===== config.mk =====
export PLATFORM = sky130hd
export DESIGN_NAME = bcpg_core
export DESIGN_NICKNAME = d
export VERILOG_FILES = /design/src/bcpg_carrier.v /design/src/bcpg_lock.v /design/src/bcpg_core.v
export VERILOG_INCLUDE_DIRS = /design/src /design/src/src
export SDC_FILE = /design/constraint.sdc
export NUM_CORES = 1
export LEC_CHECK = 0
export BUFFER_PORTS_ARGS = -buffer_cell sky130_fd_sc_hd__buf_2
export CAP_MARGIN = 20
export CORE_MARGIN = 3
export CORE_UTILIZATION = 53
export CTS_BUF_LIST = sky130_fd_sc_hd__clkbuf_4 sky130_fd_sc_hd__clkbuf_8
export DETAILED_ROUTE_END_ITERATION = 6
export GPL_ROUTABILITY_DRIVEN = 0
export PLACE_DENSITY = 0.91
export SLEW_MARGIN = 20
export SYNTH_ARGS = -nofsm -noshare
export SYNTH_HDL_FRONTEND = slang
export SYNTH_HIERARCHICAL = 1
export SYNTH_SLANG_ARGS = --single-unit

===== constraint.sdc =====
create_clock -name CORE_CLK -period 4.2 [get_ports CORE_CLK]
set_clock_uncertainty 0.05 [all_clocks]
set_input_delay 0.63 -clock CORE_CLK [delete_from_list [all_inputs] [get_ports CORE_CLK]]
set_output_delay 0.63 -clock CORE_CLK [all_outputs]
set_load 0.005 [all_outputs]

===== src/bcpg_regs.vh =====
// ==========================================
// bcpg register map and timing constants
`ifndef BCPG_REGS_VH
`define BCPG_REGS_VH

// ==========================================
// clock, carrier, lock and recovery timing
`define BCPG_CLK_HZ        25000000
`define BCPG_PWM_HZ        22000
`define BCPG_PWM_PERIOD    (`BCPG_CLK_HZ / `BCPG_PWM_HZ)
`define BCPG_PERIOD_W      11
`define BCPG_INIT_PERIODS  2
`define BCPG_LOCK_TIME_MS  1000
`define BCPG_LOCK_CYCLES   (`BCPG_CLK_HZ / 1000 * `BCPG_LOCK_TIME_MS)
`define BCPG_RECOV_TIME_MS 4000
`define BCPG_RECOV_CYCLES  (`BCPG_CLK_HZ / 1000 * `BCPG_RECOV_TIME_MS)
`define BCPG_LOCK_CNT_W    28

// ==========================================
// register byte offsets
`define BCPG_OFS_CTRL      8'h00
`define BCPG_OFS_TORQUE    8'h04
`define BCPG_OFS_STATUS    8'h08
`define BCPG_OFS_IRQ_STAT  8'h0C
`define BCPG_OFS_IRQ_CLR   8'h10
`define BCPG_OFS_IRQ_EN    8'h14

// ==========================================
// fields and reset values
`define BCPG_CTRL_DIR      0
`define BCPG_CTRL_RST      1'h0
`define BCPG_TORQUE_RST    8'h00
`define BCPG_TORQUE_FULL   8'hFF
`define BCPG_IRQ_W         3
`define BCPG_IRQ_HALL      0
`define BCPG_IRQ_LOCK      1
`define BCPG_IRQ_BADCODE   2
`define BCPG_IRQ_RST       3'h0
`define BCPG_ST_HALL_LSB   0
`define BCPG_ST_LOCKED     3
`define BCPG_ST_RUN        4
`define BCPG_ST_INIT_DONE  5
`define BCPG_ST_GATE_ON    6
`define BCPG_ST_LOWPIN_LSB 7
`define BCPG_ZERO32        32'h0000_0000

`endif


===== src/bcpg_carrier.v =====
`timescale 1ns/1ps
`default_nettype none
`include "bcpg_regs.vh"

// ==========================================
// pwm carrier and initial reset pulse
module bcpg_carrier #(
	parameter PERIOD      = `BCPG_PWM_PERIOD,
	parameter INIT_PERIOD = `BCPG_INIT_PERIODS
) (
	// clock and reset
	input  wire       clk,
	input  wire       arst_n,
	// duty request
	input  wire [7:0] duty,
	// carrier outputs
	output reg        carrier_on,
	output reg        init_done
);
	// full-width first, then cut on purpose to the counter width
	localparam [31:0] PER_32  = PERIOD;
	localparam [31:0] LAST_32 = PERIOD - 1;
	localparam [31:0] INIT_32 = INIT_PERIOD - 1;
	localparam [`BCPG_PERIOD_W-1:0] LAST = LAST_32[`BCPG_PERIOD_W-1:0];
	localparam [`BCPG_PERIOD_W-1:0] PER  = PER_32[`BCPG_PERIOD_W-1:0];
	localparam [1:0] INIT_LAST = INIT_32[1:0];

	reg  [`BCPG_PERIOD_W-1:0]   cnt;        // position in the period
	reg  [1:0]                  init_cnt;   // periods seen since reset
	wire [`BCPG_PERIOD_W+7:0]   prod;       // duty scaled to period
	wire [`BCPG_PERIOD_W-1:0]   thr;        // on-time in cycles

	// duty scales linearly, full code means no off time at all
	assign prod = duty * PER;
	assign thr  = (duty == `BCPG_TORQUE_FULL) ? PER :
		prod[`BCPG_PERIOD_W+7:8];

	// ==========================================
	// sawtooth counter and compare
	always @(posedge clk or negedge arst_n) begin
		if (!arst_n) begin
			cnt        <= {`BCPG_PERIOD_W{1'b0}};
			carrier_on <= 1'b0;
		end else begin
			cnt        <= (cnt == LAST) ? {`BCPG_PERIOD_W{1'b0}} : cnt + 1'b1;
			carrier_on <= (cnt < thr);
		end
	end

	// ==========================================
	// initial reset: drive held off for whole periods
	always @(posedge clk or negedge arst_n) begin
		if (!arst_n) begin
			init_cnt  <= 2'h0;
			init_done <= 1'b0;
		end else if (!init_done && cnt == LAST) begin
			// same oscillator times the power-up hold
			init_cnt  <= init_cnt + 1'b1;
			init_done <= (init_cnt == INIT_LAST);
		end
	end
endmodule // bcpg_carrier

`default_nettype wire


===== src/bcpg_lock.v =====
`timescale 1ns/1ps
`default_nettype none
`include "bcpg_regs.vh"

// ==========================================
// lock protection with automatic recovery
module bcpg_lock #(
	parameter LOCK_CYCLES  = `BCPG_LOCK_CYCLES,
	parameter RECOV_CYCLES = `BCPG_RECOV_CYCLES
) (
	// clock and reset
	input  wire clk,
	input  wire arst_n,
	// supervision inputs
	input  wire armed,      // drive wanted and protection fitted
	input  wire hall_step,  // one-cycle pulse per valid hall change
	// state
	output reg  locked
);
	// full-width first, then cut on purpose to the counter width
	localparam [31:0] LOCK_32  = LOCK_CYCLES - 1;
	localparam [31:0] RECOV_32 = RECOV_CYCLES - 1;
	localparam [`BCPG_LOCK_CNT_W-1:0] LOCK_LAST  =
		LOCK_32[`BCPG_LOCK_CNT_W-1:0];
	localparam [`BCPG_LOCK_CNT_W-1:0] RECOV_LAST =
		RECOV_32[`BCPG_LOCK_CNT_W-1:0];

	reg [`BCPG_LOCK_CNT_W-1:0] cnt; // stall or recovery time

	// ==========================================
	// stall watchdog, then off-time, then retry
	always @(posedge clk or negedge arst_n) begin
		if (!arst_n) begin
			cnt    <= {`BCPG_LOCK_CNT_W{1'b0}};
			locked <= 1'b0;
		end else if (locked) begin
			// recovery runs even if drive is withdrawn
			if (cnt == RECOV_LAST) begin
				cnt    <= {`BCPG_LOCK_CNT_W{1'b0}};
				locked <= 1'b0;
			end else begin
				cnt <= cnt + 1'b1;
			end
		end else if (!armed || hall_step) begin
			// rotation or idle restarts the stall window
			cnt <= {`BCPG_LOCK_CNT_W{1'b0}};
		end else if (cnt == LOCK_LAST) begin
			cnt    <= {`BCPG_LOCK_CNT_W{1'b0}};
			locked <= 1'b1;
		end else begin
			cnt <= cnt + 1'b1;
		end
	end
endmodule // bcpg_lock

`default_nettype wire


===== src/bcpg_core.v =====
// Chosen here: register access over Wishbone and the address map.
`timescale 1ns/1ps
`default_nettype none
`include "bcpg_regs.vh"

module bcpg_core #(
	parameter HALL_W       = 1,
	parameter LOCK_CYCLES  = `BCPG_LOCK_CYCLES,
	parameter RECOV_CYCLES = `BCPG_RECOV_CYCLES
) (
	// clock and reset
	input  wire              CORE_CLK,
	input  wire              ARST_N,
	// wishbone slave
	input  wire              WB_CYC_I,
	input  wire              WB_STB_I,
	input  wire              WB_WE_I,
	input  wire [7:0]        WB_ADR_I,
	input  wire [3:0]        WB_SEL_I,
	input  wire [31:0]       WB_DAT_I,
	output reg  [31:0]       WB_DAT_O,
	output reg               WB_ACK_O,
	// control pins
	input  wire              START_STOP_INPUT,
	input  wire              PULSE_DUTY_INPUT,
	input  wire              LOCK_TIMER_INPUT,
	// hall comparator inputs
	input  wire [HALL_W-1:0] HALL_A_POS,
	input  wire [HALL_W-1:0] HALL_A_NEG,
	input  wire [HALL_W-1:0] HALL_B_POS,
	input  wire [HALL_W-1:0] HALL_B_NEG,
	input  wire [HALL_W-1:0] HALL_C_POS,
	input  wire [HALL_W-1:0] HALL_C_NEG,
	// high-side push-pull drives
	output wire              PHASE_A_HIGH_DRIVE,
	output wire              PHASE_B_HIGH_DRIVE,
	output wire              PHASE_C_HIGH_DRIVE,
	// low-side open-collector drives
	input  wire              PHASE_A_LOW_DRIVE_I,
	output wire              PHASE_A_LOW_DRIVE_O,
	output wire              PHASE_A_LOW_DRIVE_OE_N,
	input  wire              PHASE_B_LOW_DRIVE_I,
	output wire              PHASE_B_LOW_DRIVE_O,
	output wire              PHASE_B_LOW_DRIVE_OE_N,
	input  wire              PHASE_C_LOW_DRIVE_I,
	output wire              PHASE_C_LOW_DRIVE_OE_N,
	output wire              PHASE_C_LOW_DRIVE_O,
	// status and interrupt
	output reg               ROTATION_STATUS,
	output reg               IRQ
);
	// ==========================================
	// declarations
	wire [3*HALL_W-1:0]      pos_all;     // hall plus inputs, a in low
	wire [3*HALL_W-1:0]      neg_all;     // hall minus inputs
	wire [2:0]               hall_lvl;    // comparator result, a in low
	wire [2:0]               low_pin;     // low-side pin readback
	reg  [2:0]               hall_code;   // {a,b,c} sampled
	reg  [2:0]               hall_prev;   // last sample for edges
	reg                      stop_q;      // sampled start/stop
	reg                      gate_off_q;  // sampled pulse-duty
	reg                      lock_fit_q;  // sampled lock timer pin
	reg                      dir;         // direction select
	reg  [7:0]               torque;      // torque command
	reg  [`BCPG_IRQ_W-1:0]   irq_stat;    // sticky events
	reg  [`BCPG_IRQ_W-1:0]   irq_en;      // event enables
	reg  [2:0]               high_q;      // high drive flops, a in low
	reg  [2:0]               low_oe_n;    // low drive enables, a in low
	reg  [2:0]               src;         // sourcing phase, one-hot
	reg  [2:0]               sink;        // sinking phase, one-hot
	reg                      bad_code;    // hall code not usable
	reg  [2:0]               next_high;   // next high drive
	reg  [2:0]               next_low;    // next low drive
	reg  [31:0]              rd_mux;      // read data before flop
	reg                      locked_prev; // for lock entry edge
	wire [2:0]               eff_code;    // code after direction
	wire                     carrier_on;  // modulator on-time
	wire                     init_done;   // power-up hold over
	wire                     locked;      // lock protection active
	wire                     run_mode;    // start mode selected
	wire                     drive_ok;    // all gates open
	wire                     hall_step;   // valid hall change
	wire                     wr_en;       // write commits this edge
	wire [`BCPG_IRQ_W-1:0]   ev;          // event pulses
	wire [`BCPG_IRQ_W-1:0]   clr;         // clear strobes

	// ==========================================
	// hall comparators, one per channel
	assign pos_all = {HALL_C_POS, HALL_B_POS, HALL_A_POS};
	assign neg_all = {HALL_C_NEG, HALL_B_NEG, HALL_A_NEG};
	genvar gi;
	generate
		for (gi = 0; gi < 3; gi = gi + 1) begin : g_hall
			// strict compare: equal levels read as low
			assign hall_lvl[gi] =
				pos_all[gi*HALL_W +: HALL_W] >
				neg_all[gi*HALL_W +: HALL_W];
		end
	endgenerate

	// ==========================================
	// pin sampling
	always @(posedge CORE_CLK or negedge ARST_N) begin
		if (!ARST_N) begin
			// reset as stopped and gated off
			hall_code  <= 3'h0;
			hall_prev  <= 3'h0;
			stop_q     <= 1'b1;
			gate_off_q <= 1'b1;
			lock_fit_q <= 1'b0;
		end else begin
			hall_code  <= {hall_lvl[0], hall_lvl[1], hall_lvl[2]};
			hall_prev  <= hall_code;
			// no pull-up here, board must set the level
			stop_q     <= START_STOP_INPUT;
			// an open pin reads high on the board, so off
			gate_off_q <= PULSE_DUTY_INPUT;
			// grounded pin means protection not fitted
			lock_fit_q <= LOCK_TIMER_INPUT;
		end
	end

	// ==========================================
	// mode and gating
	assign run_mode = ~stop_q;
	// analog speed loop relies on pulse-duty held low
	assign drive_ok = run_mode & ~gate_off_q & ~locked & init_done;
	assign hall_step = (hall_code != hall_prev) & ~bad_code;

	// ==========================================
	// commutation decode
	assign eff_code = hall_code ^ {3{dir}};

	// phase vectors are {c,b,a}; code order is {a,b,c}
	always @* begin
		src      = 3'h0;
		sink     = 3'h0;
		bad_code = 1'b0;
		case (eff_code)
			3'h5: begin
				src  = 3'h2;
				sink = 3'h1;
			end
			3'h4: begin
				src  = 3'h4;
				sink = 3'h1;
			end
			3'h6: begin
				src  = 3'h4;
				sink = 3'h2;
			end
			3'h2: begin
				src  = 3'h1;
				sink = 3'h2;
			end
			3'h3: begin
				src  = 3'h1;
				sink = 3'h4;
			end
			3'h1: begin
				src  = 3'h2;
				sink = 3'h4;
			end
			default: begin
				// all-high and all-low codes leave every output off
				bad_code = 1'b1;
			end
		endcase
	end

	// ==========================================
	// drive gating
	always @* begin
		// pwm chops only the source side; sink stays on all step
		// with full torque code the host gets 100% duty
		next_high = src & {3{drive_ok & carrier_on}};
		next_low  = sink & {3{drive_ok}};
		// belt and braces against shoot-through on a phase
		next_high = next_high & ~next_low;
	end

	// ==========================================
	// output flops, high side drives both levels
	always @(posedge CORE_CLK or negedge ARST_N) begin
		if (!ARST_N) begin
			high_q   <= 3'h0;
			low_oe_n <= 3'h7;
		end else begin
			high_q   <= next_high;
			low_oe_n <= ~next_low;
		end
	end

	assign PHASE_A_HIGH_DRIVE     = high_q[0];
	assign PHASE_B_HIGH_DRIVE     = high_q[1];
	assign PHASE_C_HIGH_DRIVE     = high_q[2];
	// open collector: only ever pulls low, released otherwise
	assign PHASE_A_LOW_DRIVE_O    = 1'b0;
	assign PHASE_B_LOW_DRIVE_O    = 1'b0;
	assign PHASE_C_LOW_DRIVE_O    = 1'b0;
	assign PHASE_A_LOW_DRIVE_OE_N = low_oe_n[0];
	assign PHASE_B_LOW_DRIVE_OE_N = low_oe_n[1];
	assign PHASE_C_LOW_DRIVE_OE_N = low_oe_n[2];
	assign low_pin = {PHASE_C_LOW_DRIVE_I, PHASE_B_LOW_DRIVE_I,
		PHASE_A_LOW_DRIVE_I};

	// ==========================================
	// carrier and power-up hold
	bcpg_carrier u_carrier (
		.clk        (CORE_CLK),
		.arst_n     (ARST_N),
		.duty       (torque),
		.carrier_on (carrier_on),
		.init_done  (init_done)
	);

	// ==========================================
	// lock protection
	bcpg_lock #(
		.LOCK_CYCLES  (LOCK_CYCLES),
		.RECOV_CYCLES (RECOV_CYCLES)
	) u_lock (
		.clk       (CORE_CLK),
		.arst_n    (ARST_N),
		.armed     (lock_fit_q & run_mode & ~gate_off_q & init_done),
		.hall_step (hall_step),
		.locked    (locked)
	);

	// ==========================================
	// rotation status
	always @(posedge CORE_CLK or negedge ARST_N) begin
		if (!ARST_N) begin
			ROTATION_STATUS <= 1'b1;
			locked_prev     <= 1'b0;
		end else begin
			ROTATION_STATUS <= ~locked;
			locked_prev     <= locked;
		end
	end

	// ==========================================
	// wishbone slave, one wait state
	assign wr_en = WB_CYC_I & WB_STB_I & WB_WE_I & WB_ACK_O & WB_SEL_I[0];

	// read mux; unmapped and write-only words read zero
	always @* begin
		rd_mux = `BCPG_ZERO32;
		case (WB_ADR_I)
			`BCPG_OFS_CTRL:     rd_mux[`BCPG_CTRL_DIR] = dir;
			`BCPG_OFS_TORQUE:   rd_mux[7:0] = torque;
			`BCPG_OFS_STATUS: begin
				rd_mux[`BCPG_ST_HALL_LSB +: 3]   = hall_code;
				rd_mux[`BCPG_ST_LOCKED]          = locked;
				rd_mux[`BCPG_ST_RUN]             = run_mode;
				rd_mux[`BCPG_ST_INIT_DONE]       = init_done;
				rd_mux[`BCPG_ST_GATE_ON]         = ~gate_off_q;
				rd_mux[`BCPG_ST_LOWPIN_LSB +: 3] = low_pin;
			end
			`BCPG_OFS_IRQ_STAT: rd_mux[`BCPG_IRQ_W-1:0] = irq_stat;
			`BCPG_OFS_IRQ_EN:   rd_mux[`BCPG_IRQ_W-1:0] = irq_en;
			default:            rd_mux = `BCPG_ZERO32;
		endcase
	end

	// ack one cycle after the strobe, dropped the cycle after
	always @(posedge CORE_CLK or negedge ARST_N) begin
		if (!ARST_N) begin
			WB_ACK_O <= 1'b0;
			WB_DAT_O <= `BCPG_ZERO32;
		end else begin
			WB_ACK_O <= WB_CYC_I & WB_STB_I & ~WB_ACK_O;
			if (WB_CYC_I && WB_STB_I && !WB_ACK_O) begin
				WB_DAT_O <= rd_mux;
			end
		end
	end

	// ==========================================
	// writable registers, commit on the acked edge
	always @(posedge CORE_CLK or negedge ARST_N) begin
		if (!ARST_N) begin
			dir    <= `BCPG_CTRL_RST;
			torque <= `BCPG_TORQUE_RST;
			irq_en <= `BCPG_IRQ_RST;
		end else if (wr_en) begin
			case (WB_ADR_I)
				`BCPG_OFS_CTRL:   dir    <= WB_DAT_I[`BCPG_CTRL_DIR];
				`BCPG_OFS_TORQUE: torque <= WB_DAT_I[7:0];
				`BCPG_OFS_IRQ_EN: irq_en <= WB_DAT_I[`BCPG_IRQ_W-1:0];
				default: ;
			endcase
		end
	end

	// ==========================================
	// interrupt events
	assign ev[`BCPG_IRQ_HALL]    = hall_step;
	assign ev[`BCPG_IRQ_LOCK]    = locked & ~locked_prev;
	assign ev[`BCPG_IRQ_BADCODE] = bad_code & (hall_code != hall_prev);
	assign clr = (wr_en && WB_ADR_I == `BCPG_OFS_IRQ_CLR) ?
		WB_DAT_I[`BCPG_IRQ_W-1:0] : `BCPG_IRQ_RST;

	// set beats clear so a same-cycle event survives
	always @(posedge CORE_CLK or negedge ARST_N) begin
		if (!ARST_N) begin
			irq_stat <= `BCPG_IRQ_RST;
			IRQ      <= 1'b0;
		end else begin
			irq_stat <= (irq_stat & ~clr) | ev;
			// level output, one cycle behind the sticky bits
			IRQ      <= |(irq_stat & irq_en);
		end
	end
endmodule // bcpg_core

`default_nettype wire


==> results of run 1 <==
power groups by stage:
stage / combinational, mW / sequential (mW) / clock (mW)
after floorplan: 0.0525 / 0.875 / 0
after global placement: 0.0698 / 0.878 / 0
after detailed placement: 0.0727 / 0.879 / 0
after CTS: 0.0741 / 0.863 / 0.616
after global routing: 0.0838 / 0.864 / 0.661
final: 0.0747 / 0.863 / 0.612
worst paths after layout:
check	start	slack (ns)	to
worst max register to register	torque[5]	-0.11	u_carrier/carrier_on
worst max-delay path	torque[5]	-0.11	u_carrier/carrier_on
worst min register to register	locked_prev	0.40	irq_stat[1]
max in group asynchronous	ARST_N	3.30	u_lock/cnt[4]
worst min-delay path	ARST_N	0.25	torque[5]
min in group CORE_CLK	PULSE_DUTY_INPUT	0.31	gate_off_q
final cells by class:
cell class                 count  area [µm²]
multi-input combinational    428        3350
inverter                      29         109
clock inverter                 6        67.6
sequential                    88        2210
timing repair buffer          72         424
tap                          136         170
fill                         778        3910
clock buffer                  10         138
critical path, stage by stage, from the launching register on:
cell       delay [ns]
dfrtp_2          0.46
ha_4             0.26
ha_4             0.26
inv_2            0.03
fa_1             0.49
fa_1             0.56
inv_2            0.06
ha_4             0.29
nand2_4          0.05
a211o_1          0.27
a21oi_2          0.16
nor3_1           0.07
or3b_1           0.40
ha_4             0.30
nand3_4          0.08
nor2_4           0.12
o2111ai_2        0.11
a21oi_2          0.12
nor2_1           0.06
metal layers:
layer	vias up	global-route usage [%]	part of all wire (%)
li1	2143	-	-
met4	0	6.77	3.2
met5	-	0	0
met2	204	38.0	51
met3	50	5.93	6.7
met1	2275	25.3	39
kinds of logic (layout without fill, tap and decap cells):
kind of cell / after synthesis / count (layout) / share of synthesized area [%]
simple gates: 196 / 196 / 20.8
compound gates: 111 / 111 / 13.4
flops: 88 / 88 / 39.0
buf+inv: 69 / 117 / 6.61
fa+ha+maj: 52 / 52 / 12.4
xor+xnor: 28 / 28 / 4.33
mux: 16 / 16 / 3.36
other cells: 1 / 25 / 0.0663
cell usage after synthesis, types with 6 or more instances:
library cell / instances
o21ai_0: 14
a21oi_1: 31
dfstp_2: 6
buf_4: 25
fa_1: 7
nand2_1: 40
or3_1: 6
nand3_1: 20
or4_1: 7
clkbuf_1: 8
inv_1: 29
nor2_1: 31
ha_1: 45
nor2b_1: 6
a22oi_1: 14
xnor2_1: 17
nand4_1: 16
dfrtp_1: 82
mux2_2: 14
and4_1: 7
a221o_1: 6
xor2_1: 11
and3_1: 6
o31ai_1: 11
registers in the layout, indices dropped and copies added, names as in the netlist, 2 cells and up:
signal	flops
hall_code	3
irq_en	3
torque	8
u_lock/cnt	28
u_carrier/cnt	11
hall_prev	3
low_oe_n	3
high_q	3
u_carrier/init_cnt	2
irq_stat	3
WB_DAT_O	10
per-stage QoR:
stage / TNS (ns) / setup WS (ns)
floorplan: 0 / 0.0483
global placement: -0.0850 / -0.0850
detailed placement: -0.188 / -0.188
CTS: -0.0920 / -0.0920
global route: -0.247 / -0.247
finish: -0.109 / -0.109
what timing repair did:
item | CTS | global route
endpoints found under the setup margin | 1 | 1
pin swaps | 17 | 14
buffers inserted | 4 | 1
gates resized for setup | 9 | 19
hold endpoints to repair | 0 | 0
==> flow_metrics.tcl, run 1 <==
set metrics [dict create \
    yosys_warnings 6 \
    crit_fanout 4 \
    io-pin-count 105 \
    fmaxAchievable_ghz 0.232 \
    cp.arrival_ns 4.51 \
    wl_per_cell_um 17.1 \
    critPathKind "register to register" \
    cts_tree "done" \
    dieHeight_um 109 \
    p_leak_nw 3.01 \
    clk_pin_slew_ns 0.09 \
    grt_overflow 0 \
    syn_inst 561 \
    synth_seq_cells 88 \
    final_cell_area_mm2 0.00646 \
    die_area_mm2 0.0120 \
    clock_path_buffers 2 \
    synth_top_area_share_pct 36.3 \
    layout_commonest_cell "dfrtp_1" \
    grt_setup_unrepaired "true" \
    cts_hold_buf 0 \
    switchingPower_mw 0.375 \
    die_w_um 109 \
    avgViaCountPerCell 6.08 \
    worst_setup_path_end_kind "register" \
    ys_types 76 \
    layout-drive-gt1-share_pct 24.5 \
    wl_mm 13.1 \
    switching_share_pct 24.2 \
    stdcell_count 769 \
    n_antenna_cell 0 \
    layout_common_cells "81 x dfrtp_1, 51 x buf_2, 40 x nand2_1" \
    final_core_util_pct 62.3 \
    io_buffers 52 \
    worstHoldPathType "primary input to async pin" \
    cts.sinks 88 \
    numCtsBuffers 9 \
    clock_latency_ns 0.36 \
    drt_pass1_iterations 7 \
    slew-limit-headroom_pct 48.0 \
    route.detailed.drc 0 \
    ant_nets 0 \
    drtIter0Drc 348 \
    setup_viol 1 \
    hold_viol_final 0 \
    start_util_pct 54.6 \
    yosys.area.top_type "dfrtp_1" \
    critical_path_required_ns 4.41 \
    p_clk_share_pct 39.5 \
    p_comb_share_pct 4.8 \
    synth.area.top_cells "dfrtp_1 36%, ha_1 9.9%, buf_4 3.3%" \
    coreArea_mm2 0.0104 \
    nets 741 \
    seqPwrFrac_pct 55.7 \
    maxCapViolations 0 \
    irDropWorstVdd_mv 0.226 \
    grt_pass1_vias 4569 \
    htree_num_levels 3 \
    rows 37 \
    dr_total_vias 4672 \
    dp_hpwl_mm 8.94 \
    synthFlopType "dfrtp_1" \
    final.period_utilization_pct 103 \
    cts-root-buf "clkbuf_8" \
    grt_pass1_wl_mm 20.7 \
    synth_edf_count 0 \
    grt_max_degree 89 \
    synthToLayoutAreaGrowth_pct 14.2 \
    p_per_area_mw_per_mm2 240 \
    synthArstFlopShare_pct 100 \
    dpl_cell_area_mm2 0.00603 \
    status "finished, violations left" \
    antenna_found_initial 0 \
    p_total_mw 1.55 \
    track_usage_pct 21.5 \
    fin_ws_ns -0.109 \
    failed_checks "setup timing" \
    p_int_mw 1.17 \
    start_kind "register" \
    avgSynthCellArea_um2 10.1 \
    timing.hold.ws_ns 0.249 \
    place_inst 748 \
    synth_area_mm2 0.00566 \
    worstMarginPinSlew_ns 0.779 \
    period_needed_ns 4.31 \
    ys_seq_area_share_pct 39.0 \
    maxSlewViolCount 0 \
    r2r_cells 18 \
]
No activity file was read; power rests on OpenSTA's default activity.
==> inputs of run 2 (changes only) <==
--- a/config.mk
+++ b/config.mk
@@ -9,13 +9,12 @@
 export BUFFER_PORTS_ARGS = -buffer_cell sky130_fd_sc_hd__buf_2
 export CAP_MARGIN = 20
 export CORE_MARGIN = 3
-export CORE_UTILIZATION = 53
+export CORE_UTILIZATION = 52
 export CTS_BUF_LIST = sky130_fd_sc_hd__clkbuf_4 sky130_fd_sc_hd__clkbuf_8
 export DETAILED_ROUTE_END_ITERATION = 6
 export GPL_ROUTABILITY_DRIVEN = 0
-export PLACE_DENSITY = 0.91
+export PLACE_DENSITY = 0.9
 export SLEW_MARGIN = 20
 export SYNTH_ARGS = -nofsm -noshare
 export SYNTH_HDL_FRONTEND = slang
-export SYNTH_HIERARCHICAL = 1
 export SYNTH_SLANG_ARGS = --single-unit
==> flow_metrics.tcl, run 2 <==
set metrics [dict create \
    status "finished, violations left" \
    failed_checks "setup timing" \
    path_buf_inv 3 \
    p_leak_nw 2.87 \
    slew-limit-headroom_pct 38.2 \
    fin_ws_ns -0.234 \
    cp_top_family "adder cells" \
    ant_nets 0 \
    cts-root-buf "clkbuf_8" \
    slowest_stage "fa_1" \
    path_common_cell "ha_4" \
    route.detailed.drc 0 \
    dp_hpwl_mm 8.40 \
    maxSlewViolCount 0 \
    syn_inst 542 \
    synth_top_area_share_pct 38.6 \
    cp_slowest_stage_delay_ns 0.55 \
    start_kind "register" \
    n_antenna_cell 0 \
    fmaxAchievable_ghz 0.226 \
    clock_latency_ns 0.37 \
    setup_viol 1 \
    grt_max_degree 89 \
    period_needed_ns 4.43 \
    yosys_warnings 0 \
    final_core_util_pct 61.1 \
    worst_setup_path_end_kind "register" \
    largest_reg_flops 28 \
    yosys-top-cells-count "82 x dfrtp_1, 69 x nor2_1, 45 x ha_1, 36 x nand2_1, 30 x inv_1" \
    start_util_pct 53.8 \
    yosys.area.top_type "dfrtp_1" \
    final.period_utilization_pct 106 \
    grt_overflow 0 \
    fin_tns_setup_ns -0.234 \
    coreArea_mm2 0.00986 \
    avgSynthCellArea_um2 9.80 \
    htree_num_levels 3 \
    layout-drive-gt1-share_pct 21.5 \
    grt_setup_unrepaired "true" \
    cp.arrival_ns 4.64 \
    antenna_found_initial 0 \
    hold_viol_final 0 \
    dieHeight_um 107 \
    stdcell_count 742 \
    synthToLayoutAreaGrowth_pct 13.5 \
    synth_seq_cells 88 \
    die_w_um 107 \
    p_per_area_mw_per_mm2 256 \
    drtIter0Drc 239 \
    maxCapViolations 0 \
    avgViaCountPerCell 5.72 \
    layout_commonest_cell "dfrtp_1" \
    path_cells "ha_4, ha_4, inv_2, fa_1, fa_1, inv_2, ha_4, a21oi_2, nand2_1, buf_4, o2111ai_4, a31oi_4, o21ai_1, nand3_2, ha_4, nand4_1, a2111oi_4, nor3_1" \
    synth_edf_count 0 \
    cts_hold_buf 0 \
    grt_pass1_wl_mm 19.6 \
    io_buffers 52 \
    clk_pin_slew_ns 0.10 \
    worstHoldPathType "primary input to async pin" \
    critPathKind "register to register" \
    synth.area.top_cells "dfrtp_1 39%, ha_1 11%, nor2_1 4.9%" \
    synthArstFlopShare_pct 100 \
    io-pin-count 105 \
    synthFlopType "dfrtp_1" \
    wl_per_cell_um 16.1 \
    grt_pass1_vias 4169 \
    ys_seq_area_share_pct 41.6 \
    place_inst 722 \
    rows 36 \
    nets 717 \
    clock_path_buffers 2 \
    critical_path_required_ns 4.41 \
    drt_pass1_iterations 5 \
    irDropWorstVdd_mv 0.321 \
    die_area_mm2 0.0115 \
    yosys.cell_count.top_type "dfrtp_1" \
    layout_common_cells "81 x dfrtp_1, 68 x nor2_1, 51 x buf_2" \
    cts_tree "done" \
    synth_area_mm2 0.00531 \
    wl_mm 12.0 \
    dr_total_vias 4247 \
    dp_slack_ns -0.406 \
    timing.hold.ws_ns 0.241 \
    worstMarginPinSlew_ns 0.927 \
    ys_types 56 \
    regMostFlops "u_lock.cnt" \
    crit_fanout 5 \
    numCtsBuffers 9 \
    reg.largest.list "u_lock.cnt: 28 flops, u_carrier.cnt: 11 flops, WB_DAT_O: 10 flops" \
    track_usage_pct 21.1 \
    cts.sinks 88 \
]
run 2: power breakdown:
part	internal, mW	leakage [nW]	switching (mW)	total, mW
clock network	0.233	0.0937	0.346	0.579
registers	0.860	1.16	0.0149	0.875
logic	0.0344	1.62	0.0515	0.0860
run 2: cell families (layout without fill, tap and decap cells):
group | Yosys count | in the layout | share of synthesized area (%)
flip-flops | 88 | 88 | 41.6
other | 1 | 25 | 0.0706
adder cells (fa/ha/maj) | 52 | 52 | 13.2
AND/OR/NAND/NOR | 217 | 217 | 20.6
XOR/XNOR | 38 | 38 | 6.27
AO/OA/AOI/OAI | 64 | 64 | 7.82
buffers and inverters | 69 | 112 | 7.42
multiplexers | 13 | 13 | 2.95
run 2: repair_timing:
| action | CTS | global route |
|---|---|---|
| endpoints found under the setup margin | 1 | 1 |
| resized for setup | 9 | 20 |
| buffers inserted | 2 | 2 |
| pin swaps | 13 | 11 |
run 2: through the flow:
stage / total power, mW / cell area, µm²
after detailed placement: 0.974 / 5630
after floorplan: 0.941 / 5420
final: 1.54 / 6020
after global placement: 0.969 / 5630
after global routing: 1.60 / 6020
after CTS: 1.55 / 5880
run 2: final timing paths:
path                                  startpoint              endpoint  slack (ns)  cells after the start
worst max-delay path                   torque[5]  u_carrier.carrier_on       -0.23                     18
worst min-delay path                      ARST_N          hall_prev[1]        0.24                      1
worst max register to register         torque[5]  u_carrier.carrier_on       -0.23                     18
worst min register to register       locked_prev           irq_stat[1]        0.38                      1
max in group asynchronous                 ARST_N             torque[5]        3.27                      1
min in group CORE_CLK           PULSE_DUTY_INPUT            gate_off_q        0.31                      1
run 2: per-layer routing:
metal,wire (µm),GRT usage (%),vias to the layer above
li1,-,-,1955
met1,4730,26.8,2086
met2,6200,35.5,165
met3,671,3.85,41
met4,361,8.86,0
met5,0,0,-
run 2: layout make-up:
type / instances / area, µm²
repair buffers: 65 / 368
fillers: 697 / 3840
clock buffers: 9 / 124
inverters: 31 / 116
clock inverters: 7 / 68.8
well taps: 133 / 166
flip-flops and latches: 88 / 2210
multi-input cells: 409 / 2970
==> inputs of run 3 (changes only) <==
--- a/config.mk
+++ b/config.mk
@@ -9,11 +9,11 @@
 export BUFFER_PORTS_ARGS = -buffer_cell sky130_fd_sc_hd__buf_2
 export CAP_MARGIN = 20
 export CORE_MARGIN = 3
-export CORE_UTILIZATION = 52
+export CORE_UTILIZATION = 58
 export CTS_BUF_LIST = sky130_fd_sc_hd__clkbuf_4 sky130_fd_sc_hd__clkbuf_8
 export DETAILED_ROUTE_END_ITERATION = 6
 export GPL_ROUTABILITY_DRIVEN = 0
-export PLACE_DENSITY = 0.9
+export PLACE_DENSITY = 0.94
 export SLEW_MARGIN = 20
 export SYNTH_ARGS = -nofsm -noshare
 export SYNTH_HDL_FRONTEND = slang
==> constraint.sdc (replaced) <==
create_clock -name CORE_CLK -period 4.15 [get_ports CORE_CLK]
set_clock_uncertainty 0.05 [all_clocks]
set_input_delay 0.6225 -clock CORE_CLK [delete_from_list [all_inputs] [get_ports CORE_CLK]]
set_output_delay 0.6225 -clock CORE_CLK [all_outputs]
set_load 0.005 [all_outputs]
==> flow_metrics.tcl, run 3 (synthesis gave the netlist of run 2 again) <==
set metrics [dict create \
    status "finished, violations left" \
    failed_checks "setup timing" \
    p_leak_nw 2.90 \
    wl_mm 12.4 \
    io_buffers 52 \
    slew-limit-headroom_pct 38.1 \
    grt_overflow 0 \
    worstHoldPathType "primary input to async pin" \
    regMostFlops "u_lock.cnt" \
    dr_total_vias 4316 \
    largest_reg_flops 28 \
    final.period_utilization_pct 107 \
    cts-root-buf "clkbuf_8" \
    wl_met3_um 658 \
    grt_max_degree 89 \
    timing.rr.start "torque[5]" \
    cp.arrival_ns 4.68 \
    track_usage_pct 23.9 \
    grt_pass1_vias 4247 \
    setup_viol 1 \
    irDropWorstVdd_mv 0.263 \
    wl_met1_mm 4.84 \
    htree_num_levels 3 \
    period_needed_ns 4.45 \
    antenna_found_initial 1 \
    r2r_cells 20 \
    wl_met2_mm 6.39 \
    avgViaCountPerCell 5.97 \
    drtIter0Drc 258 \
    drt_pass1_iterations 6 \
    coreArea_mm2 0.00881 \
    layout_commonest_cell "dfrtp_1" \
    hold_viol_final 0 \
    reg.largest.list "u_lock.cnt: 28 flops, u_carrier.cnt: 11 flops, WB_DAT_O: 10 flops" \
    worstMarginPinSlew_ns 0.929 \
    synthToLayoutAreaGrowth_pct 12.7 \
    cts.sinks 88 \
    critical_path_required_ns 4.38 \
    cts_tree "done" \
    r2r_end "u_carrier.carrier_on" \
    crit_fanout 5 \
    clock_latency_ns 0.37 \
    critPathKind "register to register" \
    rows 34 \
    fmaxAchievable_ghz 0.225 \
    grt_setup_unrepaired "true" \
    die_w_um 102 \
    dieHeight_um 102 \
    maxCapViolations 0 \
    maxSlewViolCount 0 \
    seqCellArea_mm2 0.00221 \
    io-pin-count 105 \
    route.detailed.drc 0 \
    wl_per_cell_um 17.1 \
    top_layer "met4" \
    numCtsBuffers 9 \
    fillers 558 \
    ant_nets 0 \
    die_area_mm2 0.0103 \
    clk_pin_slew_ns 0.10 \
    start_util_pct 60.3 \
    final_core_util_pct 68.0 \
    grt_pass1_wl_mm 19.6 \
    layout-drive-gt1-share_pct 20.5 \
    nets 722 \
    p_total_mw 1.67 \
    multiInputGateArea_mm2 0.00288 \
    rrSetupSlack_ns -0.30 \
    p_per_area_mw_per_mm2 279 \
    dp_hpwl_mm 8.43 \
    worst_setup_path_end_kind "register" \
    start_kind "register" \
    layout_common_cells "81 x dfrtp_1, 69 x nor2_1, 51 x buf_2" \
    fin_ws_ns -0.302 \
    clock_path_buffers 2 \
]
[run 3: cell count changes in the layout (fill, tap and decap cells not counted), moves of 2 or more]
cell,change
buf_4,+5
nand3_1,+4
nand3_2,-4
ha_1,+3
bufinv_16,+2
ha_4,-2
[run 3: stage by stage]
stage	cell area (µm²)	setup TNS [ns]	instances	hold WS, ns	worst slack, ns
global route	5990	-0.457	723	0.281	-0.457
finish	5990	-0.302	723	0.233	-0.302
global placement	5660	-0.194	704	0.357	-0.194
floorplan	5420	0	566	0.277	0.0122
detailed placement	5660	-0.359	704	0.391	-0.359
CTS	5930	-0.221	722	0.293	-0.221
[run 3: per-layer routing]
metal / GRT usage, % / vias up
li1: - / 1961
met1: 28.9 / 2117
met2: 41.0 / 185
met3: 4.68 / 53
met4: 11.5 / 0
met5: 0 / -
[run 3: timing repair]
| action | in CTS | in global routing |
|---|---|---|
| pin swaps | 2 | 0 |
| gates resized for setup | 6 | 7 |
| hold buffers | 0 | 0 |
| hold endpoints to repair | 0 | 0 |
| setup endpoints to repair | 1 | 1 |
| gates cloned | 0 | 0 |
| buffers inserted | 2 | 0 |
[run 3: how the worst max path moves through the flow]
| stage | start | to | cells after the start |
|---|---|---|---|
| after floorplan | torque[6] | u_carrier.carrier_on | 18 |
| after global placement | torque[5] | u_carrier.carrier_on | 18 |
| after detailed placement | torque[5] | u_carrier.carrier_on | 17 |
| after CTS | torque[5] | u_carrier.carrier_on | 18 |
| after global routing | torque[5] | u_carrier.carrier_on | 20 |
| final | torque[5] | u_carrier.carrier_on | 20 |
[run 3: report_power, final]
| group | leakage [nW] | switching [mW] | internal [mW] |
|---|---|---|---|
| registers | 1.16 | 0.0138 | 0.870 |
| logic | 1.63 | 0.0532 | 0.0350 |
| clock network | 0.116 | 0.342 | 0.354 |
| total | 2.90 | 0.409 | 1.26 |
[run 3: layout make-up]
cell class | instances | area share, %
antenna | 1 | 0.0418
clock buffer | 9 | 2.07
clock inverter | 7 | 1.84
inverter | 31 | 1.94
multi-input combinational | 409 | 48.1
sequential | 88 | 36.9
tap | 108 | 2.26
timing repair buffer | 70 | 6.77
[run 3: critical path, cell delays in order, from the launching register on]
cell      delay, ns
dfrtp_2        0.48
ha_4           0.24
ha_4           0.26
inv_2          0.03
fa_1           0.45
fa_1           0.54
inv_2          0.05
ha_4           0.23
a21oi_2        0.11
nand2_1        0.09
or2_4          0.24
buf_6          0.12
xor2_1         0.14
nor2_1         0.17
ha_1           0.28
a21o_1         0.18
a21oi_2        0.15
nor2b_1        0.06
o211ai_1       0.16
a31oi_1        0.13
nor3_2         0.19
